[src/inc/sfr_window_regs.svh]
// Offsets, field positions, reset values and counts of the windowed register bank
`ifndef SFR_WINDOW_REGS_SVH
`define SFR_WINDOW_REGS_SVH
`define OFS_ZERO_LO 5'h00
`define OFS_ZERO_HI 5'h01
`define OFS_CONV_TIMING 5'h03
`define OFS_XSEL_LO 5'h04
`define OFS_XSEL_HI 5'h05
`define OFS_XSRV_LO 5'h06
`define OFS_XSRV_HI 5'h07
`define OFS_IRQ_PEND_LO 5'h08
`define OFS_IRQ_EN_LO 5'h09
`define OFS_IO_CTRL2 5'h0b
`define OFS_IO_CTRL3 5'h0c
`define OFS_IRQ_PEND_HI 5'h12
`define OFS_IRQ_EN_HI 5'h13
`define OFS_WINDOW_SEL 5'h14
`define OFS_PULSE1 5'h16
`define OFS_PULSE2 5'h17
`define WINDOW_BYTES 5'h18
`define WIN_NUM_0 8'h00
`define WIN_NUM_1 8'h01
`define WIN_NUM_15 8'h0f
`define CTRL2_CAM_FLUSH 7
`define CTRL2_LOCK_ALLOW 6
`define CTRL2_BOUNDARY 5
`define CTRL2_AD_FAST 4
`define CTRL2_TIMING_SRC 3
`define CTRL2_SLOW_PWM 2
`define CTRL2_UPDOWN 1
`define CTRL2_PER_STATE 0
`define CTRL2_RESET 8'h00
`define CTRL3_RESET 8'hf0
`define BYTE_RESET 8'h00
`define RESERVED_READ 8'hff
`define ZERO_BYTE 8'h00
`define IRQ_T2OVF_BIT 4
`define T2_MID_LO 16'h7fff
`define T2_MID_HI 16'h8000
`define T2_TOP 16'hffff
`define T2_BOTTOM 16'h0000
`define AD_FROM_REG 12'h000
`define T2_SLOW_DIV 3'h7
`define AD_CONV_PRESCALED 12'd1565
`define AD_CONV_DIRECT 12'd895
`define PWM_PERIOD_DIRECT 10'd256
`define PWM_PERIOD_SLOW 10'd512
`endif

[src/inc/sfr_window_pkg.sv]
// Types shared by the windowed register bank
package sfr_window_pkg;
	typedef logic [7:0] byte_t;
	typedef logic [4:0] sfr_addr_t;
	typedef enum logic [1:0] {
		WIN_ZERO = 2'b00,
		WIN_ONE = 2'b01,
		WIN_FIFTEEN = 2'b10
	} window_t;
endpackage : sfr_window_pkg

[src/hw/sfr_window_and_io_control.sv]
// Windowed special-register bank with the second I/O control register
// Functional notes
// - A selectable 24-byte block replaces the lowest 24 bytes of the lower register file.
// - Exactly three windows exist, numbered 0, 1 and 15; 1 and 15 have their own registers, 0 passes to the base file.
// - The register reached at a windowed address depends on the current window number.
// - Writing a window number to byte address 14h switches the active mapping.
// - Window 1 holds zero word, conversion timing, transfer words, irq regs, I/O control 3 etc.
// - Writing one to control bit 7 clears every CAM entry, locked ones included.
// - The CAM clear bit is not stored and reads back as one in window 15.
// - Bit 6 enables command locking, letting command bit 7 keep a command in the CAM.
// - Bit 5 picks the timer 2 overflow boundary: FFFFh/0000h when 0, 7FFFh/8000h when 1.
// - The timer 2 overflow interrupt is delivered only while high enable bit 4 is set.
// - In compatible mode bit 4 low gives 156.5-state conversion, high gives 89.5 states.
// - While bit 3 is set the A/D prescaler bit 4 is ignored.
// - Bit 3 low uses compatible A/D timing, high uses the conversion timing register.
// - Bit 2 selects a shared PWM prescaler: 256-state period at 0, 512-state at 1.
// - Bit 1 low counts timer 2 up only, high counts up on port pin low and down on high.
// - Bit 0 low increments timer 2 every eight states, high every state without reset.
`timescale 1ns/100ps
`default_nettype none
`include "sfr_window_regs.svh"

module sfr_window_and_io_control (
	input wire logic clk_sys,
	input wire logic rst_b,
	input wire logic sfr_sel,
	input wire logic sfr_wr,
	input wire logic sfr_rd,
	input wire sfr_window_pkg::sfr_addr_t sfr_addr,
	input wire sfr_window_pkg::byte_t sfr_wdata,
	input wire sfr_window_pkg::byte_t base_rdata,
	input wire logic state_tick,
	input wire logic updown_pin,
	input wire logic t2_reset_req,
	input wire logic t2_ovf_pend_clr,
	output sfr_window_pkg::byte_t sfr_rdata,
	output logic sfr_rdata_hit,
	output logic base_wr,
	output logic cam_flush,
	output logic cam_lock_allow,
	output logic [15:0] timer2_count,
	output logic timer2_is_reference,
	output logic t2_ovf_pending,
	output logic t2_ovf_irq,
	output logic [11:0] ad_conv_half_states,
	output logic ad_use_timing_reg,
	output logic [9:0] pwm_period_states,
	output sfr_window_pkg::byte_t conv_timing,
	output sfr_window_pkg::byte_t io_control_third
);
	import sfr_window_pkg::*;

	window_t register_window_q, register_window_d;
	byte_t window_select_q, window_select_d;
	byte_t io_control_second_q, io_control_second_d;
	byte_t conv_timing_q, conv_timing_d;
	byte_t xsel_lo_q, xsel_lo_d, xsel_hi_q, xsel_hi_d;
	byte_t xsrv_lo_q, xsrv_lo_d, xsrv_hi_q, xsrv_hi_d;
	byte_t pend_lo_q, pend_lo_d, en_lo_q, en_lo_d;
	byte_t pend_hi_q, pend_hi_d, en_hi_q, en_hi_d;
	byte_t io_control_third_q, io_control_third_d;
	byte_t pulse1_q, pulse1_d, pulse2_q, pulse2_d;
	byte_t rdata_q, rdata_d;
	logic hit_q, hit_d, base_wr_q, base_wr_d, flush_q, flush_d;
	logic [15:0] t2_q, t2_d;
	logic [2:0] t2_div_q, t2_div_d;
	logic irq_q, irq_d;
	logic [11:0] ad_q, ad_d;
	logic [9:0] pwm_q, pwm_d;
	logic ref_q, ref_d;
	logic in_window, wr1, wr15, win1;
	logic t2_step, t2_cross;
	logic [15:0] t2_next;

	// Windowed address decode
	assign in_window = sfr_sel && (sfr_addr < `WINDOW_BYTES);
	assign win1 = (register_window_q == WIN_ONE);
	assign wr1 = in_window && sfr_wr && win1;
	assign wr15 = in_window && sfr_wr && (register_window_q == WIN_FIFTEEN);

	// Window selection and register writes
	always_comb begin
		window_select_d = window_select_q;
		register_window_d = register_window_q;
		io_control_second_d = io_control_second_q;
		conv_timing_d = conv_timing_q;
		xsel_lo_d = xsel_lo_q;
		xsel_hi_d = xsel_hi_q;
		xsrv_lo_d = xsrv_lo_q;
		xsrv_hi_d = xsrv_hi_q;
		pend_lo_d = pend_lo_q;
		en_lo_d = en_lo_q;
		pend_hi_d = pend_hi_q;
		en_hi_d = en_hi_q;
		io_control_third_d = io_control_third_q;
		pulse1_d = pulse1_q;
		pulse2_d = pulse2_q;
		flush_d = 1'b0;
		// Window select lives at 14h in every window
		if (in_window && sfr_wr && sfr_addr == `OFS_WINDOW_SEL) begin
			window_select_d = sfr_wdata;
			case (sfr_wdata)
				`WIN_NUM_1: register_window_d = WIN_ONE;
				`WIN_NUM_15: register_window_d = WIN_FIFTEEN;
				default: register_window_d = WIN_ZERO;
			endcase
		end
		if (wr15 && sfr_addr == `OFS_IO_CTRL2) begin
			io_control_second_d = sfr_wdata;
			io_control_second_d[`CTRL2_CAM_FLUSH] = 1'b0;
			flush_d = sfr_wdata[`CTRL2_CAM_FLUSH];
		end
		// Window 1 set; other offsets fall through as reserved
		if (wr1) begin
			case (sfr_addr)
				`OFS_CONV_TIMING: conv_timing_d = sfr_wdata;
				`OFS_XSEL_LO: xsel_lo_d = sfr_wdata;
				`OFS_XSEL_HI: xsel_hi_d = sfr_wdata;
				`OFS_XSRV_LO: xsrv_lo_d = sfr_wdata;
				`OFS_XSRV_HI: xsrv_hi_d = sfr_wdata;
				`OFS_IRQ_PEND_LO: pend_lo_d = sfr_wdata;
				`OFS_IRQ_EN_LO: en_lo_d = sfr_wdata;
				`OFS_IO_CTRL3: io_control_third_d = sfr_wdata;
				`OFS_IRQ_PEND_HI: pend_hi_d = sfr_wdata;
				`OFS_IRQ_EN_HI: en_hi_d = sfr_wdata;
				`OFS_PULSE1: pulse1_d = sfr_wdata;
				`OFS_PULSE2: pulse2_d = sfr_wdata;
				default: pend_hi_d = pend_hi_d;
			endcase
		end
		// Overflow sets pending; set wins over a clear in the same cycle
		if (t2_ovf_pend_clr) begin
			pend_hi_d[`IRQ_T2OVF_BIT] = 1'b0;
		end
		if (t2_cross) begin
			pend_hi_d[`IRQ_T2OVF_BIT] = 1'b1;
		end
	end

	always_ff @(posedge clk_sys or negedge rst_b) begin
		if (!rst_b) begin
			window_select_q <= `BYTE_RESET;
			register_window_q <= WIN_ZERO;
			io_control_second_q <= `CTRL2_RESET;
			conv_timing_q <= `BYTE_RESET;
			xsel_lo_q <= `BYTE_RESET;
			xsel_hi_q <= `BYTE_RESET;
			xsrv_lo_q <= `BYTE_RESET;
			xsrv_hi_q <= `BYTE_RESET;
			pend_lo_q <= `BYTE_RESET;
			en_lo_q <= `BYTE_RESET;
			pend_hi_q <= `BYTE_RESET;
			en_hi_q <= `BYTE_RESET;
			io_control_third_q <= `CTRL3_RESET;
			pulse1_q <= `BYTE_RESET;
			pulse2_q <= `BYTE_RESET;
			flush_q <= 1'b0;
		end else begin
			window_select_q <= window_select_d;
			register_window_q <= register_window_d;
			io_control_second_q <= io_control_second_d;
			conv_timing_q <= conv_timing_d;
			xsel_lo_q <= xsel_lo_d;
			xsel_hi_q <= xsel_hi_d;
			xsrv_lo_q <= xsrv_lo_d;
			xsrv_hi_q <= xsrv_hi_d;
			pend_lo_q <= pend_lo_d;
			en_lo_q <= en_lo_d;
			pend_hi_q <= pend_hi_d;
			en_hi_q <= en_hi_d;
			io_control_third_q <= io_control_third_d;
			pulse1_q <= pulse1_d;
			pulse2_q <= pulse2_d;
			flush_q <= flush_d;
		end
	end

	// Read mux: window 1 set, window 15 control, else base file
	always_comb begin
		rdata_d = rdata_q;
		hit_d = 1'b0;
		base_wr_d = sfr_sel && sfr_wr && !(in_window && register_window_q != WIN_ZERO);
		if (sfr_sel && sfr_rd) begin
			hit_d = 1'b1;
			rdata_d = base_rdata;
			if (in_window && win1) begin
				case (sfr_addr)
					`OFS_ZERO_LO: rdata_d = `ZERO_BYTE;
					`OFS_ZERO_HI: rdata_d = `ZERO_BYTE;
					`OFS_CONV_TIMING: rdata_d = conv_timing_q;
					`OFS_XSEL_LO: rdata_d = xsel_lo_q;
					`OFS_XSEL_HI: rdata_d = xsel_hi_q;
					`OFS_XSRV_LO: rdata_d = xsrv_lo_q;
					`OFS_XSRV_HI: rdata_d = xsrv_hi_q;
					`OFS_IRQ_PEND_LO: rdata_d = pend_lo_q;
					`OFS_IRQ_EN_LO: rdata_d = en_lo_q;
					`OFS_IO_CTRL3: rdata_d = io_control_third_q;
					`OFS_IRQ_PEND_HI: rdata_d = pend_hi_q;
					`OFS_IRQ_EN_HI: rdata_d = en_hi_q;
					`OFS_WINDOW_SEL: rdata_d = window_select_q;
					`OFS_PULSE1: rdata_d = pulse1_q;
					`OFS_PULSE2: rdata_d = pulse2_q;
					default: rdata_d = `RESERVED_READ;
				endcase
			end else if (in_window && register_window_q == WIN_FIFTEEN) begin
				if (sfr_addr == `OFS_IO_CTRL2) begin
					rdata_d = io_control_second_q;
					rdata_d[`CTRL2_CAM_FLUSH] = 1'b1;
				end else if (sfr_addr == `OFS_WINDOW_SEL) begin
					rdata_d = window_select_q;
				end
			end else if (in_window && sfr_addr == `OFS_WINDOW_SEL) begin
				rdata_d = window_select_q;
			end
		end
	end

	always_ff @(posedge clk_sys or negedge rst_b) begin
		if (!rst_b) begin
			rdata_q <= `BYTE_RESET;
			hit_q <= 1'b0;
			base_wr_q <= 1'b0;
		end else begin
			rdata_q <= rdata_d;
			hit_q <= hit_d;
			base_wr_q <= base_wr_d;
		end
	end

	// Timer 2 stepping, direction and overflow boundary
	assign t2_step = state_tick && (io_control_second_q[`CTRL2_PER_STATE] ||
		t2_div_q == `T2_SLOW_DIV);
	assign t2_next = (io_control_second_q[`CTRL2_UPDOWN] && updown_pin) ?
		t2_q - 16'h0001 : t2_q + 16'h0001;
	// Exact value pairs; the mid pair must not flag in full-range mode
	assign t2_cross = t2_step && (io_control_second_q[`CTRL2_BOUNDARY] ?
		((t2_q == `T2_MID_LO && t2_next == `T2_MID_HI) ||
		(t2_q == `T2_MID_HI && t2_next == `T2_MID_LO)) :
		((t2_q == `T2_TOP && t2_next == `T2_BOTTOM) ||
		(t2_q == `T2_BOTTOM && t2_next == `T2_TOP)));
	always_comb begin
		t2_d = t2_q;
		t2_div_d = t2_div_q;
		if (state_tick) begin
			t2_div_d = t2_div_q + 3'h1;
		end
		if (t2_reset_req && !io_control_second_q[`CTRL2_PER_STATE]) begin
			t2_d = `T2_BOTTOM;
		end else if (t2_step) begin
			t2_d = t2_next;
		end
		ref_d = !io_control_second_q[`CTRL2_PER_STATE];
		irq_d = pend_hi_q[`IRQ_T2OVF_BIT] && en_hi_q[`IRQ_T2OVF_BIT];
		if (io_control_second_q[`CTRL2_TIMING_SRC]) begin
			ad_d = `AD_FROM_REG;
		end else begin
			ad_d = io_control_second_q[`CTRL2_AD_FAST] ? `AD_CONV_DIRECT : `AD_CONV_PRESCALED;
		end
		pwm_d = io_control_second_q[`CTRL2_SLOW_PWM] ? `PWM_PERIOD_SLOW : `PWM_PERIOD_DIRECT;
	end

	always_ff @(posedge clk_sys or negedge rst_b) begin
		if (!rst_b) begin
			t2_q <= `T2_BOTTOM;
			t2_div_q <= 3'h0;
			irq_q <= 1'b0;
			ad_q <= `AD_CONV_PRESCALED;
			pwm_q <= `PWM_PERIOD_DIRECT;
			ref_q <= 1'b1;
		end else begin
			t2_q <= t2_d;
			t2_div_q <= t2_div_d;
			irq_q <= irq_d;
			ad_q <= ad_d;
			pwm_q <= pwm_d;
			ref_q <= ref_d;
		end
	end

	// Outputs straight from flops
	assign sfr_rdata = rdata_q;
	assign sfr_rdata_hit = hit_q;
	assign base_wr = base_wr_q;
	assign cam_flush = flush_q;
	assign cam_lock_allow = io_control_second_q[`CTRL2_LOCK_ALLOW];
	assign timer2_count = t2_q;
	assign timer2_is_reference = ref_q;
	assign t2_ovf_pending = pend_hi_q[`IRQ_T2OVF_BIT];
	assign t2_ovf_irq = irq_q;
	assign ad_conv_half_states = ad_q;
	assign ad_use_timing_reg = io_control_second_q[`CTRL2_TIMING_SRC];
	assign pwm_period_states = pwm_q;
	assign conv_timing = conv_timing_q;
	assign io_control_third = io_control_third_q;

	// Checks
	chk_flush_pulse: assert property (@(posedge clk_sys) disable iff (!rst_b)
		wr15 && sfr_addr == `OFS_IO_CTRL2 && sfr_wdata[`CTRL2_CAM_FLUSH] |=> cam_flush)
		else $error("cam flush not pulsed");
	chk_flush_unstored: assert property (@(posedge clk_sys) disable iff (!rst_b)
		!io_control_second_q[`CTRL2_CAM_FLUSH])
		else $error("flush bit stored");
	chk_win_switch: assert property (@(posedge clk_sys) disable iff (!rst_b)
		in_window && sfr_wr && sfr_addr == `OFS_WINDOW_SEL && sfr_wdata == `WIN_NUM_1
		|=> register_window_q == WIN_ONE)
		else $error("window not switched");
	chk_irq_gate: assert property (@(posedge clk_sys) disable iff (!rst_b)
		t2_ovf_irq |-> $past(en_hi_q[`IRQ_T2OVF_BIT]))
		else $error("irq without enable");
	chk_pwm_period: assert property (@(posedge clk_sys) disable iff (!rst_b)
		$stable(io_control_second_q) |=> pwm_period_states ==
		($past(io_control_second_q[`CTRL2_SLOW_PWM]) ? `PWM_PERIOD_SLOW : `PWM_PERIOD_DIRECT))
		else $error("pwm period wrong");
	chk_ad_ignore: assert property (@(posedge clk_sys) disable iff (!rst_b)
		io_control_second_q[`CTRL2_TIMING_SRC] |=> ad_conv_half_states == `AD_FROM_REG)
		else $error("prescaler bit not ignored");
	chk_zero_read: assert property (@(posedge clk_sys) disable iff (!rst_b)
		sfr_sel && sfr_rd && win1 && sfr_addr == `OFS_ZERO_LO |=> sfr_rdata == `ZERO_BYTE)
		else $error("zero word nonzero");
	chk_reserved_read: assert property (@(posedge clk_sys) disable iff (!rst_b)
		sfr_sel && sfr_rd && win1 && sfr_addr == 5'h0d |=> sfr_rdata == `RESERVED_READ)
		else $error("reserved read wrong");
	chk_ovf_sets: assert property (@(posedge clk_sys) disable iff (!rst_b)
		t2_cross |=> t2_ovf_pending)
		else $error("overflow not flagged");
endmodule : sfr_window_and_io_control
`default_nettype wire

[config.mk]
export PLATFORM = sky130hd
export DESIGN_NAME = sfr_window_and_io_control
export DESIGN_NICKNAME = d
export VERILOG_FILES = /design/src/inc/sfr_window_pkg.sv /design/src/hw/sfr_window_and_io_control.sv
export VERILOG_INCLUDE_DIRS = /design/src /design/src/inc
export SDC_FILE = /design/constraint.sdc
export NUM_CORES = 1
export LEC_CHECK = 0
export ABC_AREA = 1
export BUFFER_PORTS_ARGS = -buffer_cell sky130_fd_sc_hd__buf_2
export CAP_MARGIN = 30
export CELL_PAD_IN_SITES_DETAIL_PLACEMENT = 1
export CELL_PAD_IN_SITES_GLOBAL_PLACEMENT = 1
export CORE_ASPECT_RATIO = 1.1
export CORE_MARGIN = 5
export CORE_UTILIZATION = 46
export CTS_CLUSTER_DIAMETER = 40
export CTS_CLUSTER_SIZE = 28
export DETAILED_ROUTE_END_ITERATION = 10
export GPL_TIMING_DRIVEN = 1
export PLACE_DENSITY_LB_ADDON = 0.1
export SYNTH_ARGS = -nofsm -noshare
export SYNTH_HDL_FRONTEND = slang
export SYNTH_SLANG_ARGS = --single-unit
export TNS_END_PERCENT = 20
[constraint.sdc]
create_clock -name clk_sys -period 4.8 [get_ports clk_sys]
set_input_delay 0 -clock clk_sys [delete_from_list [all_inputs] [get_ports clk_sys]]
set_output_delay 0 -clock clk_sys [all_outputs]
set_load 0.02 [all_outputs]
==> impl_summary.md, run 1 <==
Synthesis
The number of flops mapped to enable cells by yosys is 0. The synthesized instance count is 1059. Counting instances in the post-synthesis netlist gives the leading cell types as 325 x sky130_fd_sc_hd__nand2_1, 142 x sky130_fd_sc_hd__dfrtp_1, 135 x sky130_fd_sc_hd__o21ai_0. Yosys attributes the largest share of cell area to sky130_fd_sc_hd__dfrtp_1 44%, sky130_fd_sc_hd__nand2_1 15%, sky130_fd_sc_hd__o21ai_0 8.3%, sky130_fd_sc_hd__nand3_1 4.5%, sky130_fd_sc_hd__inv_1 4.3%. The library cell with the highest instance count after synthesis is sky130_fd_sc_hd__nand2_1. The distinct cell type count of the synthesized netlist is 43.

During synthesis, Yosys emitted a total of 0 warnings. For this run, the leading register cell type out of synthesis is sky130_fd_sc_hd__dfrtp_1. The fraction of synthesized cell area taken by the top area cell type is 43.9%. The largest total area in the synthesized netlist belongs to sky130_fd_sc_hd__dfrtp_1. The register area share after synthesis is 46.5%. The netlist area before placement is 0.00810 mm2. After synthesis, the share of flip-flops with an asynchronous set or reset is 100%. The mean cell area of the mapped netlist is 7.65 um2. The flop and latch count out of synthesis is 150.

Timing
After layout, the worst path uses 61.9% of the clock period. The smallest hold slack is 0.0194 ns. Setup repair after global routing left no endpoint under its margin.

The number of endpoints with negative hold slack in the final report is 0. Headroom to the max-slew limit came out at 40.7%. The post-layout minimum cycle time is 2.97 ns. The final count of pins violating max slew came to 0.

At the pin with the least slew margin, the transition time is 0.882 ns. Setup violations remaining at the end of the flow were counted as 0. The clock tree skew after final layout is 0.0113 ns. Summed over all failing endpoints, the final setup total negative slack is 0 ns. Derived from the worst setup path, the maximum achievable clock frequency is 337 MHz. Across all setup checks in the final design, the least slack found is 1.83 ns.

Worst setup path
The cell count of the worst reg-to-reg path is 19. The worst register-to-register path begins at io_control_second_q[1]. The critical path capture point is pend_hi_q[4]. The data required time of the critical path is 5.17 ns.

The maximum net fanout on the critical path is 23. The critical path depth in cells is 19. The most used cell along the critical path is sky130_fd_sc_hd__nand2_1. Setup slack on the worst reg-to-reg path comes out at 1.83 ns. The cell type group with the largest total delay on the critical path is simple AND/OR/NAND/NOR gates. The signal on the critical path passes through nand2_4, inv_2, nand2_1, nand2_1, inv_1, ha_1, inv_1, nand2_1, nand2_1, nand2_2, nand2_1, nand2_1, nor2_1, nand4_1, nor2_1, nand3_1, nand3_1, nand3_1, nand2_1. The end of the worst register-to-register path is pend_hi_q[4]. The arrival time reported for the critical path endpoint is 3.34 ns. Counting both buffers and inverters, the worst setup path holds a total of 3. The critical path starts at io_control_second_q[1]. The highest cell delay on the worst timing path is 0.62 ns. The type of the setup path with the least slack is flop to flop. The type of destination of the critical path is a flop. For this design, the slowest cell found on the critical path is sky130_fd_sc_hd__dfrtp_1. The type of origin of the critical path is a flop.

Clock network
The H-tree was split into 4 levels. The CTS tree is done. After clock tree synthesis, the clock-pin slew on the worst setup and hold paths is 0.07 ns. In this run, post-CTS repair resized a total of 0 instances. Counting every sink on the clock net gives 150. Clock tree synthesis inserted a total of 17 buffers. No sink is reached through more buffers than the 2 on the longest clock path. The number of hold buffers added after CTS was 18. The post-CTS setup-driven buffer insertion count is 0. The clock latency on the worst-skew pair is 0.43 ns. The clock root buffer is sky130_fd_sc_hd__clkbuf_16.

Detailed routing
The final routed wirelength across all metal layers is 28100 um. In this run, the number of DRC markers left after iteration 0 of detailed routing was 589. After detailed routing, the number of remaining DRC violations is 0. Using the TritonRoute via totals, the vias-per-cell ratio works out to 5.58. The count of nets left with antenna violations once routing finished came out at 0. The total number of vias is 7781.

After detailed routing, the average wire length per cell comes to 20.1 um. For this run, the detailed router's first-pass iteration total came to 5.

Status
The run finished with clean final reports.

Placement
The worst setup slack after placement is 2.02 ns. The number of I/O port buffers is 89. After legalization and detailed placement, the total HPWL measured 20100 um.

The global placement routability congestion is 0.885.

Run
Across the run, the number of max-cap violations was 0.

Cells and area
The area growth from synthesis to layout is 15.7%. The filler cell count is 2226. The net count of the finished layout is 1184. The antenna diode instance count is 0. The fraction of final layout cells with drive strength greater than 1 is 16.2%. The number of flip-flops under the largest register name is 16.

Floorplan
The number of top-level design ports is 100. The floorplan die height is 149 um. The die width is 137 um. The initial utilization of the core area, before any placement, comes to 47.2%. The die covers 0.0204 mm2.

The number of cell rows is 50. After floorplanning, the core was sized to cover 0.0171 mm2.

Global routing
Entering global routing, the biggest net connects 62 pins. The initial antenna violation count is 0. The overall overflow remaining after global route is 0. The number of global-route vias before repair was 8074. The wire length of the first global-routing pass is 44600 um.

The aggregate global-route resource usage is 28.6%.

Pwr
For this design the static power due to leakage is 4.65 nW. Dividing total power by cell area gives a power density of 327 mW/mm2. The largest vdd supply drop is 0.251 mV.

Min path
Along the worst hold path, the cell count comes to 4. The type of the worst min-delay path is primary input to flop.
==> metrics by stage <==
step	util (%)	cells	total power, W	instance area (um2)
detailed placement	50.3	1345	0.00176	8630
finish	54.7	1395	0.00307	9370
global placement	50.3	1345	0.00174	8630
floorplan	-	1068	0.00161	8130
CTS	54.7	1395	0.00307	9370
global route	54.7	1395	0.00319	9370
==> worst register-to-register path, delay by kind of cell (launching register included) <==
family / cells / cell delay (ns)
AND/OR/NAND/NOR: 15 / 1.70
flip-flops: 1 / 0.62
buffers and inverters: 3 / 0.37
adder cells (fa/ha/maj): 1 / 0.21
==> area by class of cell <==
type | count | area, um2 | area share, %
sequential | 150 | 3760 | 40.2
tap | 234 | 293 | 3.12
clock buffer | 17 | 425 | 4.54
timing repair buffer | 112 | 669 | 7.14
clock inverter | 15 | 140 | 1.50
multi-input combinational | 755 | 3660 | 39.1
inverter | 112 | 420 | 4.49
==> power breakdown <==
group          internal (W)  switching, W
logic              0.000110      0.000248
clock network      0.000724      0.000591
registers           0.00134     0.0000502
==> cells by family (layout without fill, tap and decap cells) <==
family | Yosys count | after routing | synth area share (%)
compound gates | 204 | 204 | 14.3
simple gates | 529 | 529 | 28.8
other cells | 1 | 10 | 0.0463
buf+inv | 163 | 256 | 8.75
flops | 150 | 150 | 46.5
fa+ha+maj | 6 | 6 | 0.927
xor+xnor | 4 | 4 | 0.433
mux | 2 | 2 | 0.278
==> worst min path at each step <==
stage,start,endpoint
after global routing,sfr_rd,sfr_rdata[3]
after detailed placement,rst_b,timer2_count[11]
final,sfr_rd,sfr_rdata[1]
after global placement,rst_b,timer2_count[11]
after CTS,sfr_rd,sfr_rdata[3]
after floorplan,rst_b,ad_conv_half_states[8]
==> per-layer routing <==
metal | wire length [um] | part of all wire [%] | GRT usage, %
met1 | 11700 | 42 | 35.5
met2 | 14200 | 51 | 49.4
met3 | 1360 | 4.8 | 5.80
met4 | 850 | 3.0 | 9.38
met5 | 0 | 0 | 0
==> layout by cell type (no fill, tap or decap), drive strengths merged, types with 6 or more instances in the layout <==
master,synthesis,layout
a21oi,20,20
a221oi,15,15
buf,26,94
clkbuf,25,17
clkinv,11,15
conb,1,10
dfrtp,142,142
dfstp,8,8
dlygate4sd3,0,18
ha,6,6
inv,101,108
nand2,352,352
nand3,76,76
nand4,25,25
nor2,60,60
nor3,10,10
o211ai,8,8
o21ai,135,135
o22ai,15,15
Note: power is estimated with default switching activity, not from simulation.
==> inputs of run 2 (changes only) <==
--- a/config.mk
+++ b/config.mk
@@ -6,7 +6,7 @@
 export SDC_FILE = /design/constraint.sdc
 export NUM_CORES = 1
 export LEC_CHECK = 0
-export ABC_AREA = 1
+export ABC_AREA = 0
 export BUFFER_PORTS_ARGS = -buffer_cell sky130_fd_sc_hd__buf_2
 export CAP_MARGIN = 30
 export CELL_PAD_IN_SITES_DETAIL_PLACEMENT = 1
==> constraint.sdc (replaced) <==
create_clock -name clk_sys -period 2.97 [get_ports clk_sys]
set_input_delay 0 -clock clk_sys [delete_from_list [all_inputs] [get_ports clk_sys]]
set_output_delay 0 -clock clk_sys [all_outputs]
set_load 0.02 [all_outputs]
==> run 2 against run 1 <==
Compared with the run above:
- count of clock-buffer cells in the layout is 3 higher
- flip-flop and latch count stayed put
- via count is 22% lower
- combinational power is 51% higher
- final area is 3.6% lower
- clock skew is 0.00093 ns higher
- non-clock buffer count is 13 higher
- wire length is 14% lower
- synthesized cell count is 35% lower
- first-iteration DRC count is 41% lower
- global-route usage is 3.4 points lower
- utilization is 0.29 points higher
- critical endpoint is now timer2_count[8]
- largest cell class unchanged
==> impl_summary.md, run 2 <==
Synthesis
The number of flops mapped to enable cells by yosys is 0 (unchanged). Largest cells by area after synthesis: sky130_fd_sc_hd__dfrtp_1 46%, sky130_fd_sc_hd__mux2_2 17%, sky130_fd_sc_hd__a22oi_1 3.2%, sky130_fd_sc_hd__dfstp_2 2.7%, sky130_fd_sc_hd__o21ai_0 2.2% (was sky130_fd_sc_hd__dfrtp_1 44%, sky130_fd_sc_hd__nand2_1 15%, sky130_fd_sc_hd__o21ai_0 8.3%, sky130_fd_sc_hd__nand3_1 4.5%, sky130_fd_sc_hd__inv_1 4.3%). The library cell with the highest instance count after synthesis was sky130_fd_sc_hd__dfrtp_1 (was sky130_fd_sc_hd__nand2_1). The mean cell area of the mapped netlist is 11.2 um2 (was 7.65 um2).

The synthesized instance count is 687 (was 1059). The number of warnings printed during yosys synthesis is 0 (unchanged). The distinct cell type count of the synthesized netlist came to 66 (was 43). The flop and latch count out of synthesis was 150 (unchanged). The async set-reset flop share out of synthesis is 100% (unchanged).

The predominant post-synthesis flop cell is sky130_fd_sc_hd__dfrtp_1 (unchanged). The largest area contributor in the synthesized netlist is sky130_fd_sc_hd__dfrtp_1 (unchanged). Synth top cells by count: 142 x sky130_fd_sc_hd__dfrtp_1, 120 x sky130_fd_sc_hd__mux2_2, 39 x sky130_fd_sc_hd__nand2_1 (was 325 x sky130_fd_sc_hd__nand2_1, 142 x sky130_fd_sc_hd__dfrtp_1, 135 x sky130_fd_sc_hd__o21ai_0). The fraction of synthesized cell area taken by the top area cell type is 46.0% (was 43.9%). The register area share after synthesis came to 48.7% (was 46.5%). The netlist area before placement is 0.00773 mm2 (was 0.00810 mm2).

Floorplan
The initial cell density of the core is 47.0% (was 47.2%). The number of top-level design ports came to 100 (unchanged). The floorplan die height was 146 um (was 149 um). The area of the die is 0.0195 mm2 (was 0.0204 mm2). The die width is 134 um (was 137 um). The core area was 0.0164 mm2 (was 0.0171 mm2). The number of cell rows came to 49 (was 50).

Pwr
The power density over the cells was 549 mW/mm2 (was 327 mW/mm2). The net load switching power is 0.00136 W (was 0.000889 W). The proportion of power drawn by the clock network is 44.0% (was 42.9%). The overall power is 0.00495 W (was 0.00307 W). The static leakage is 4.37 nW (was 4.65 nW). The internal power summed over all cells came to 0.00359 W (was 0.00218 W). The share of total power in combinational logic is 10.9% (was 11.7%). The largest vdd supply drop is 0.386 mV (was 0.251 mV).

The portion of total power attributed to sequential cells was 45.1% (was 45.4%). The fraction of power spent switching nets is 27.5% (was 29.0%).

Timing
The post-layout minimum cycle time was 2.53 ns (was 2.97 ns). Setup repair after global routing missed its margin: no (unchanged). The number of endpoints with negative hold slack in the final report is 0 (unchanged). The pin slew with the least headroom to its limit was 0.910 ns (was 0.882 ns). The fmax is 396 MHz (was 337 MHz). The fraction of the cycle the final worst path needs is 85.1% (was 61.9%). The final count of pins violating max slew came to 0 (unchanged). The clock tree skew after final layout came to 0.0122 ns (was 0.0113 ns). The worst slew margin relative to its limit came to 39.0% (was 40.7%). The final count of negative-setup-slack endpoints was 0 (unchanged). The aggregate negative setup slack is 0 ns (unchanged).

Placement
The number of I/O port buffers is 89 (unchanged). The global placement routability congestion is 0.897 (was 0.885). The HPWL after detailed placement is 16800 um (was 20100 um).

Detailed routing
The total number of vias is 6069 (was 7781). The number of vias per cell after detailed routing is 6.08 (was 5.58). The total iterations of the first detailed-routing run is 8 (was 5). The DRC marker count from the first detailed-route iteration is 350 (was 589). The routed length per instance is 24.2 um (was 20.1 um). The detailed-route DRC error count is 0 (unchanged). The number of nets with antenna violations after detailed routing was 0 (unchanged). The final routed wirelength across all metal layers is 24100 um (was 28100 um).

Worst setup path
The cell with the largest stage delay on the worst path is sky130_fd_sc_hd__or4_1 (was sky130_fd_sc_hd__dfrtp_1). The startpoint of the most critical setup path is io_control_second_q[1] (unchanged). The arrival time reported for the critical path endpoint is 2.86 ns (was 3.34 ns).

The cell count of the worst reg-to-reg path came to 8 (was 19). Cell Chain, Critical Path: nand2_1, xnor2_1, ha_1, or4_1, nor3_1, nor2_1, or3_1, o21ai_0 (was nand2_4, inv_2, nand2_1, nand2_1, inv_1, ha_1, inv_1, nand2_1, nand2_1, nand2_2, nand2_1, nand2_1, nor2_1, nand4_1, nor2_1, nand3_1, nand3_1, nand3_1, nand2_1). The type of the setup path with the least slack is flop to flop (unchanged). The maximum net fanout on the critical path came to 11 (was 23).

The highest cell delay on the worst timing path was 0.62 ns (about the same). The type of destination of the critical path is a flop (unchanged). The reg-to-reg startpoint is io_control_second_q[1] (unchanged). The data required time of the critical path is 3.31 ns (was 5.17 ns). The type of origin of the critical path is a flop (unchanged).

Min path
The type of the worst min-delay path is primary input to flop (unchanged). The depth of the worst hold-timing path is 5 (was 4). The origin of the worst min-delay path was base_rdata[0] (was sfr_rd).

Global routing
The aggregate global-route resource usage is 25.2% (was 28.6%). The maximum number of pins on one net before global-route repair is 85 (was 62). The number of global-route vias before repair was 6701 (was 8074). The wire length of the first global-routing pass is 38200 um (was 44600 um). The initial antenna violation count is 0 (unchanged). The overall overflow remaining after global route is 0 (unchanged).

Cells and area
The net count of the finished layout was 817 (was 1184). The utilization after layout came to 55.0% (was 54.7%). The fraction of final layout cells with drive strength greater than 1 is 38.0% (was 16.2%). The number of flip-flops under the largest register name is 16 (unchanged). The sequential cell area is 0.00376 mm2 (unchanged). The area growth from synthesis to layout was 16.8% (was 15.7%).

The antenna diode instance count is 0 (unchanged). The filler cell count is 1761 (was 2226). The area of the multi-input gates is 0.00362 mm2 (was 0.00366 mm2).

Commonest non-fill, non-tap cells in the layout: 142 x sky130_fd_sc_hd__dfrtp_1, 120 x sky130_fd_sc_hd__mux2_2, 88 x sky130_fd_sc_hd__buf_2, 39 x sky130_fd_sc_hd__nand2_1, 34 x sky130_fd_sc_hd__o21ai_0 (was 325 x sky130_fd_sc_hd__nand2_1, 142 x sky130_fd_sc_hd__dfrtp_1, 135 x sky130_fd_sc_hd__o21ai_0, 92 x sky130_fd_sc_hd__inv_1, 88 x sky130_fd_sc_hd__buf_2). The leading cell type in the layout, fill and taps excluded is sky130_fd_sc_hd__dfrtp_1 (was sky130_fd_sc_hd__nand2_1).

Run
The count of max-cap constraint violations is 0 (unchanged).

Clock network
The post-CTS setup-driven buffer insertion count came to 0 (unchanged). The clock latency on the worst-skew pair came to 0.43 ns (about the same). The post-CTS clock slew at the launch and capture registers of the worst setup and hold paths came to 0.06 ns (was 0.07 ns). The clock root buffer is sky130_fd_sc_hd__clkbuf_16 (unchanged). The number of clock sinks seen by CTS is 150 (unchanged). The count of instances resized after the clock tree is built came to 0 (unchanged).

The CTS tree is done (unchanged). The hold buffer count at cts is 6 (was 18). The clock buffer count from CTS is 17 (unchanged).

The maximum level of the CTS H-tree is 4 (unchanged). The maximum root-to-sink buffer count is 2 (unchanged).

Status
Result of the run: finished, final reports clean (unchanged).
## run 2: cell families (layout without fill, tap and decap cells)
kind of cell / Yosys count / count (layout) / share of synthesized area [%]
XOR/XNOR: 6 / 6 / 0.680
AO/OA/AOI/OAI: 132 / 132 / 11.8
other: 1 / 10 / 0.0485
AND/OR/NAND/NOR: 184 / 184 / 13.8
adder cells (fa/ha/maj): 6 / 6 / 0.971
flip-flops: 150 / 150 / 48.7
buffers and inverters: 76 / 174 / 4.92
multiplexers: 132 / 132 / 19.1
## run 2: cell type report
class / count / area share [%]
sequential: 150 / 41.7
clock inverter: 12 / 1.61
clock buffer: 20 / 4.95
inverter: 17 / 0.707
multi-input combinational: 470 / 40.1
timing repair buffer: 125 / 8.16
tap: 204 / 2.83
## run 2: power groups by stage
stage	logic [W]	clock network (W)	registers, W
after detailed placement	0.000536	0	0.00227
final	0.000541	0.00218	0.00224
after global routing	0.000596	0.00231	0.00225
after CTS	0.000548	0.00221	0.00223
after global placement	0.000514	0	0.00226
after floorplan	0.000337	0	0.00225
## run 2: critical path, delay by kind of cell (launching register included)
| kind | cells | cell delay, ns |
|---|---|---|
| xor+xnor | 1 | 0.18 |
| fa+ha+maj | 1 | 0.26 |
| simple gates | 5 | 1.51 |
| flops | 1 | 0.41 |
| compound gates | 1 | 0.09 |
## run 2: metal layers
metal | vias to the layer above | track usage (%) | share of wire (%)
met3 | 43 | 5.77 | 4.2
met5 | - | 0 | 0
met4 | 0 | 8.28 | 2.4
li1 | 2714 | - | -
met1 | 3155 | 30.3 | 42
met2 | 157 | 44.4 | 52
## run 2: metrics by stage
stage	cells	hold slack, ns	setup WS, ns	area (um2)
after global routing	998	0.0179	0.245	9030
after global placement	960	0.107	0.524	8380
final	998	0.0201	0.443	9030
after CTS	998	0.00449	0.416	9030
after floorplan	696	-0.296	0.564	7760
after detailed placement	960	0.126	0.436	8380
## run 2: final timing paths
kind	to	slack (ns)
max in group asynchronous	timer2_is_reference	1.87
max	timer2_count[8]	0.44
min in group asynchronous	pend_hi_q[7]	0.19
max reg2reg	timer2_count[8]	0.44
min	sfr_rdata[0]	0.02
min reg2reg	pwm_period_states[9]	0.41
==> inputs of run 3 (changes only) <==
--- a/config.mk
+++ b/config.mk
@@ -6,14 +6,14 @@
 export SDC_FILE = /design/constraint.sdc
 export NUM_CORES = 1
 export LEC_CHECK = 0
-export ABC_AREA = 0
+export ABC_AREA = 1
 export BUFFER_PORTS_ARGS = -buffer_cell sky130_fd_sc_hd__buf_2
 export CAP_MARGIN = 30
 export CELL_PAD_IN_SITES_DETAIL_PLACEMENT = 1
 export CELL_PAD_IN_SITES_GLOBAL_PLACEMENT = 1
 export CORE_ASPECT_RATIO = 1.1
 export CORE_MARGIN = 5
-export CORE_UTILIZATION = 46
+export CORE_UTILIZATION = 37
 export CTS_CLUSTER_DIAMETER = 40
 export CTS_CLUSTER_SIZE = 28
 export DETAILED_ROUTE_END_ITERATION = 10
==> run 3 against run 2 <==
Compared with the run above:
- largest power group is now the clock network
- via count grew 26%
- flip-flop and latch count is the same
- critical path type unchanged
- global-route usage shrank 2.1 points
==> impl_summary.md, run 3 (synthesis results as in run 1) <==
Clock network
The clock root buffer is sky130_fd_sc_hd__clkbuf_16 (unchanged). The CTS tree is done (unchanged). The number of clock sinks seen by CTS is 150 (unchanged).

The clock buffer count from CTS is 17 (unchanged). The clock latency on the worst-skew pair was 0.43 ns (about the same). The count of instances resized after the clock tree is built is 0 (unchanged). The post-CTS clock slew at the launch and capture registers of the worst setup and hold paths was 0.08 ns (was 0.06 ns).

The maximum root-to-sink buffer count was 2 (unchanged). The maximum level of the CTS H-tree is 4 (unchanged).

Timing
The worst slew margin relative to its limit is 50.6% (was 39.0%). The clock tree skew after final layout came to 0.0126 ns (was 0.0122 ns). The number of endpoints with negative hold slack in the final report is 0 (unchanged). The final count of negative-setup-slack endpoints was 0 (unchanged).

The final count of pins violating max slew is 0 (unchanged). Setup repair after global routing missed its margin: no (unchanged). The fraction of the cycle the final worst path needs came to 90.3% (was 85.1%). The fmax is 373 MHz (was 396 MHz).

The aggregate negative setup slack is 0 ns (unchanged). The pin slew with the least headroom to its limit is 0.741 ns (was 0.910 ns). The post-layout minimum cycle time is 2.68 ns (was 2.53 ns).

Status
Result of the run: finished, final reports clean (unchanged).

Cells and area
The number of flip-flops under the largest register name is 16 (unchanged). The net count of the finished layout is 1192 (was 817). The area growth from synthesis to layout is 18.1% (was 16.8%). Commonest non-fill, non-tap cells in the layout: 325 x sky130_fd_sc_hd__nand2_1, 142 x sky130_fd_sc_hd__dfrtp_1, 135 x sky130_fd_sc_hd__o21ai_0, 92 x sky130_fd_sc_hd__inv_1, 88 x sky130_fd_sc_hd__buf_2 (was 142 x sky130_fd_sc_hd__dfrtp_1, 120 x sky130_fd_sc_hd__mux2_2, 88 x sky130_fd_sc_hd__buf_2, 39 x sky130_fd_sc_hd__nand2_1, 34 x sky130_fd_sc_hd__o21ai_0). The utilization after layout is 44.6% (was 55.0%). The leading cell type in the layout, fill and taps excluded is sky130_fd_sc_hd__nand2_1 (was sky130_fd_sc_hd__dfrtp_1). The fraction of final layout cells with drive strength greater than 1 is 16.8% (was 38.0%). The antenna diode instance count is 0 (unchanged).

Floorplan
The number of top-level design ports is 100 (unchanged). The initial cell density of the core is 37.8% (was 47.0%). The core area is 0.0214 mm2 (was 0.0164 mm2). The floorplan die height is 165 um (was 146 um). The area of the die was 0.0249 mm2 (was 0.0195 mm2). The die width is 151 um (was 134 um). The number of cell rows is 56 (was 49).

Worst setup path
The type of origin of the critical path is a flop (unchanged). The reg-to-reg startpoint is register_window_q[0] (was io_control_second_q[1]). The startpoint of the most critical setup path is register_window_q[0] (was io_control_second_q[1]). The maximum net fanout on the critical path is 10 (was 11).

The type of the setup path with the least slack is flop to flop (unchanged). The arrival time reported for the critical path endpoint is 3.01 ns (was 2.86 ns). The type of destination of the critical path is a flop (unchanged). The data required time of the critical path is 3.29 ns (was 3.31 ns).

Pwr
The power density over the cells is 538 mW/mm2 (was 549 mW/mm2). The net load switching power is 0.00150 W (was 0.00136 W). The internal power summed over all cells came to 0.00365 W (was 0.00359 W). The fraction of power spent switching nets was 29.1% (was 27.5%). The portion of total power attributed to sequential cells is 43.6% (was 45.1%). The share of total power in combinational logic came to 11.4% (was 10.9%).

The proportion of power drawn by the clock network was 45.0% (was 44.0%). The largest vdd supply drop came to 0.400 mV (was 0.386 mV). The static leakage is 4.72 nW (was 4.37 nW).

Global routing
The wire length of the first global-routing pass is 44100 um (was 38200 um). The initial antenna violation count was 0 (unchanged). The aggregate global-route resource usage was 23.1% (was 25.2%).

The number of global-route vias before repair is 7889 (was 6701). The maximum number of pins on one net before global-route repair is 70 (was 85). The overall overflow remaining after global route came to 0 (unchanged).

Run
The count of max-cap constraint violations came to 0 (unchanged).

Detailed routing
The final routed wirelength across all metal layers was 28000 um (was 24100 um). The DRC marker count from the first detailed-route iteration is 448 (was 350). The total iterations of the first detailed-routing run is 5 (was 8). The detailed-route DRC error count was 0 (unchanged). The number of vias per cell after detailed routing is 5.25 (was 6.08). The total number of vias was 7654 (was 6069). The routed length per instance came to 19.2 um (was 24.2 um). The number of nets with antenna violations after detailed routing was 0 (unchanged).

Placement
The global placement routability congestion is 0.878 (was 0.897). The HPWL after detailed placement is 20500 um (was 16800 um). The number of I/O port buffers is 89 (unchanged).

Min path
The origin of the worst min-delay path is sfr_rd (was base_rdata[0]). The type of the worst min-delay path was primary input to flop (unchanged).
-- run 3: final cells by class --
cell class                      instances  area [um2]
Sequential cell                       150        3760
Clock buffer                           17         425
Inverter                              112         420
Tap cell                              290         363
Timing Repair Buffer                  120         729
Clock inverter                         15         201
Fill cell                            2715       11900
Multi-Input combinational cell        755        3660
-- run 3: per-stage QoR --
step	worst slack (ns)	instances	hold slack, ns	power (W)	cell area, um2
after floorplan	0.932	1068	-0.296	0.00261	8130
after global placement	0.566	1409	0.0783	0.00284	8760
after detailed placement	0.481	1409	0.0627	0.00285	8760
after CTS	0.336	1459	0.0392	0.00520	9560
after global routing	0.121	1459	0.0903	0.00538	9560
final	0.289	1459	0.0536	0.00515	9560
-- run 3: power by group through the flow --
stage                     logic [W]  registers [W]  clock network [W]
after floorplan            0.000302        0.00231                  0
final                      0.000585        0.00225            0.00232
after global placement     0.000556        0.00228                  0
after global routing       0.000655        0.00226            0.00246
after CTS                  0.000589        0.00225            0.00237
after detailed placement   0.000568        0.00228                  0
-- run 3: worst paths after layout --
kind                       slack, ns                   end  cells past startpoint
max                             0.29          pend_hi_q[4]                      8
max in group asynchronous       1.93   io_control_third[5]                      3
max reg2reg                     0.29          pend_hi_q[4]                      8
min in group asynchronous       0.14      timer2_count[11]                      2
min                             0.05          sfr_rdata[2]                      4
min reg2reg                     0.44  pwm_period_states[9]                      0
-- run 3: timing repair --
action	in CTS	in global routing
hold buffers	18	0
hold endpoints to repair	82	0
setup buffers	0	0
-- run 3: worst max-delay path, cell delays in order, from the launching register on --
cell	delay, ns
sky130_fd_sc_hd__dfrtp_1	0.35
sky130_fd_sc_hd__inv_1	0.07
sky130_fd_sc_hd__nor3_2	0.30
sky130_fd_sc_hd__nand2_1	0.14
sky130_fd_sc_hd__nor2_1	0.33
sky130_fd_sc_hd__clkinv_1	0.46
sky130_fd_sc_hd__o21ai_0	0.28
sky130_fd_sc_hd__dlygate4sd3_1	0.58
sky130_fd_sc_hd__nand2_1	0.05
-- run 3: routing by layer --
metal	global-route usage [%]	share of wire (%)	vias to the layer above
met5	0	0	-
met4	6.80	2.2	0
met3	3.82	3.8	39
met2	38.7	49	174
met1	30.7	45	3765
li1	-	-	3676
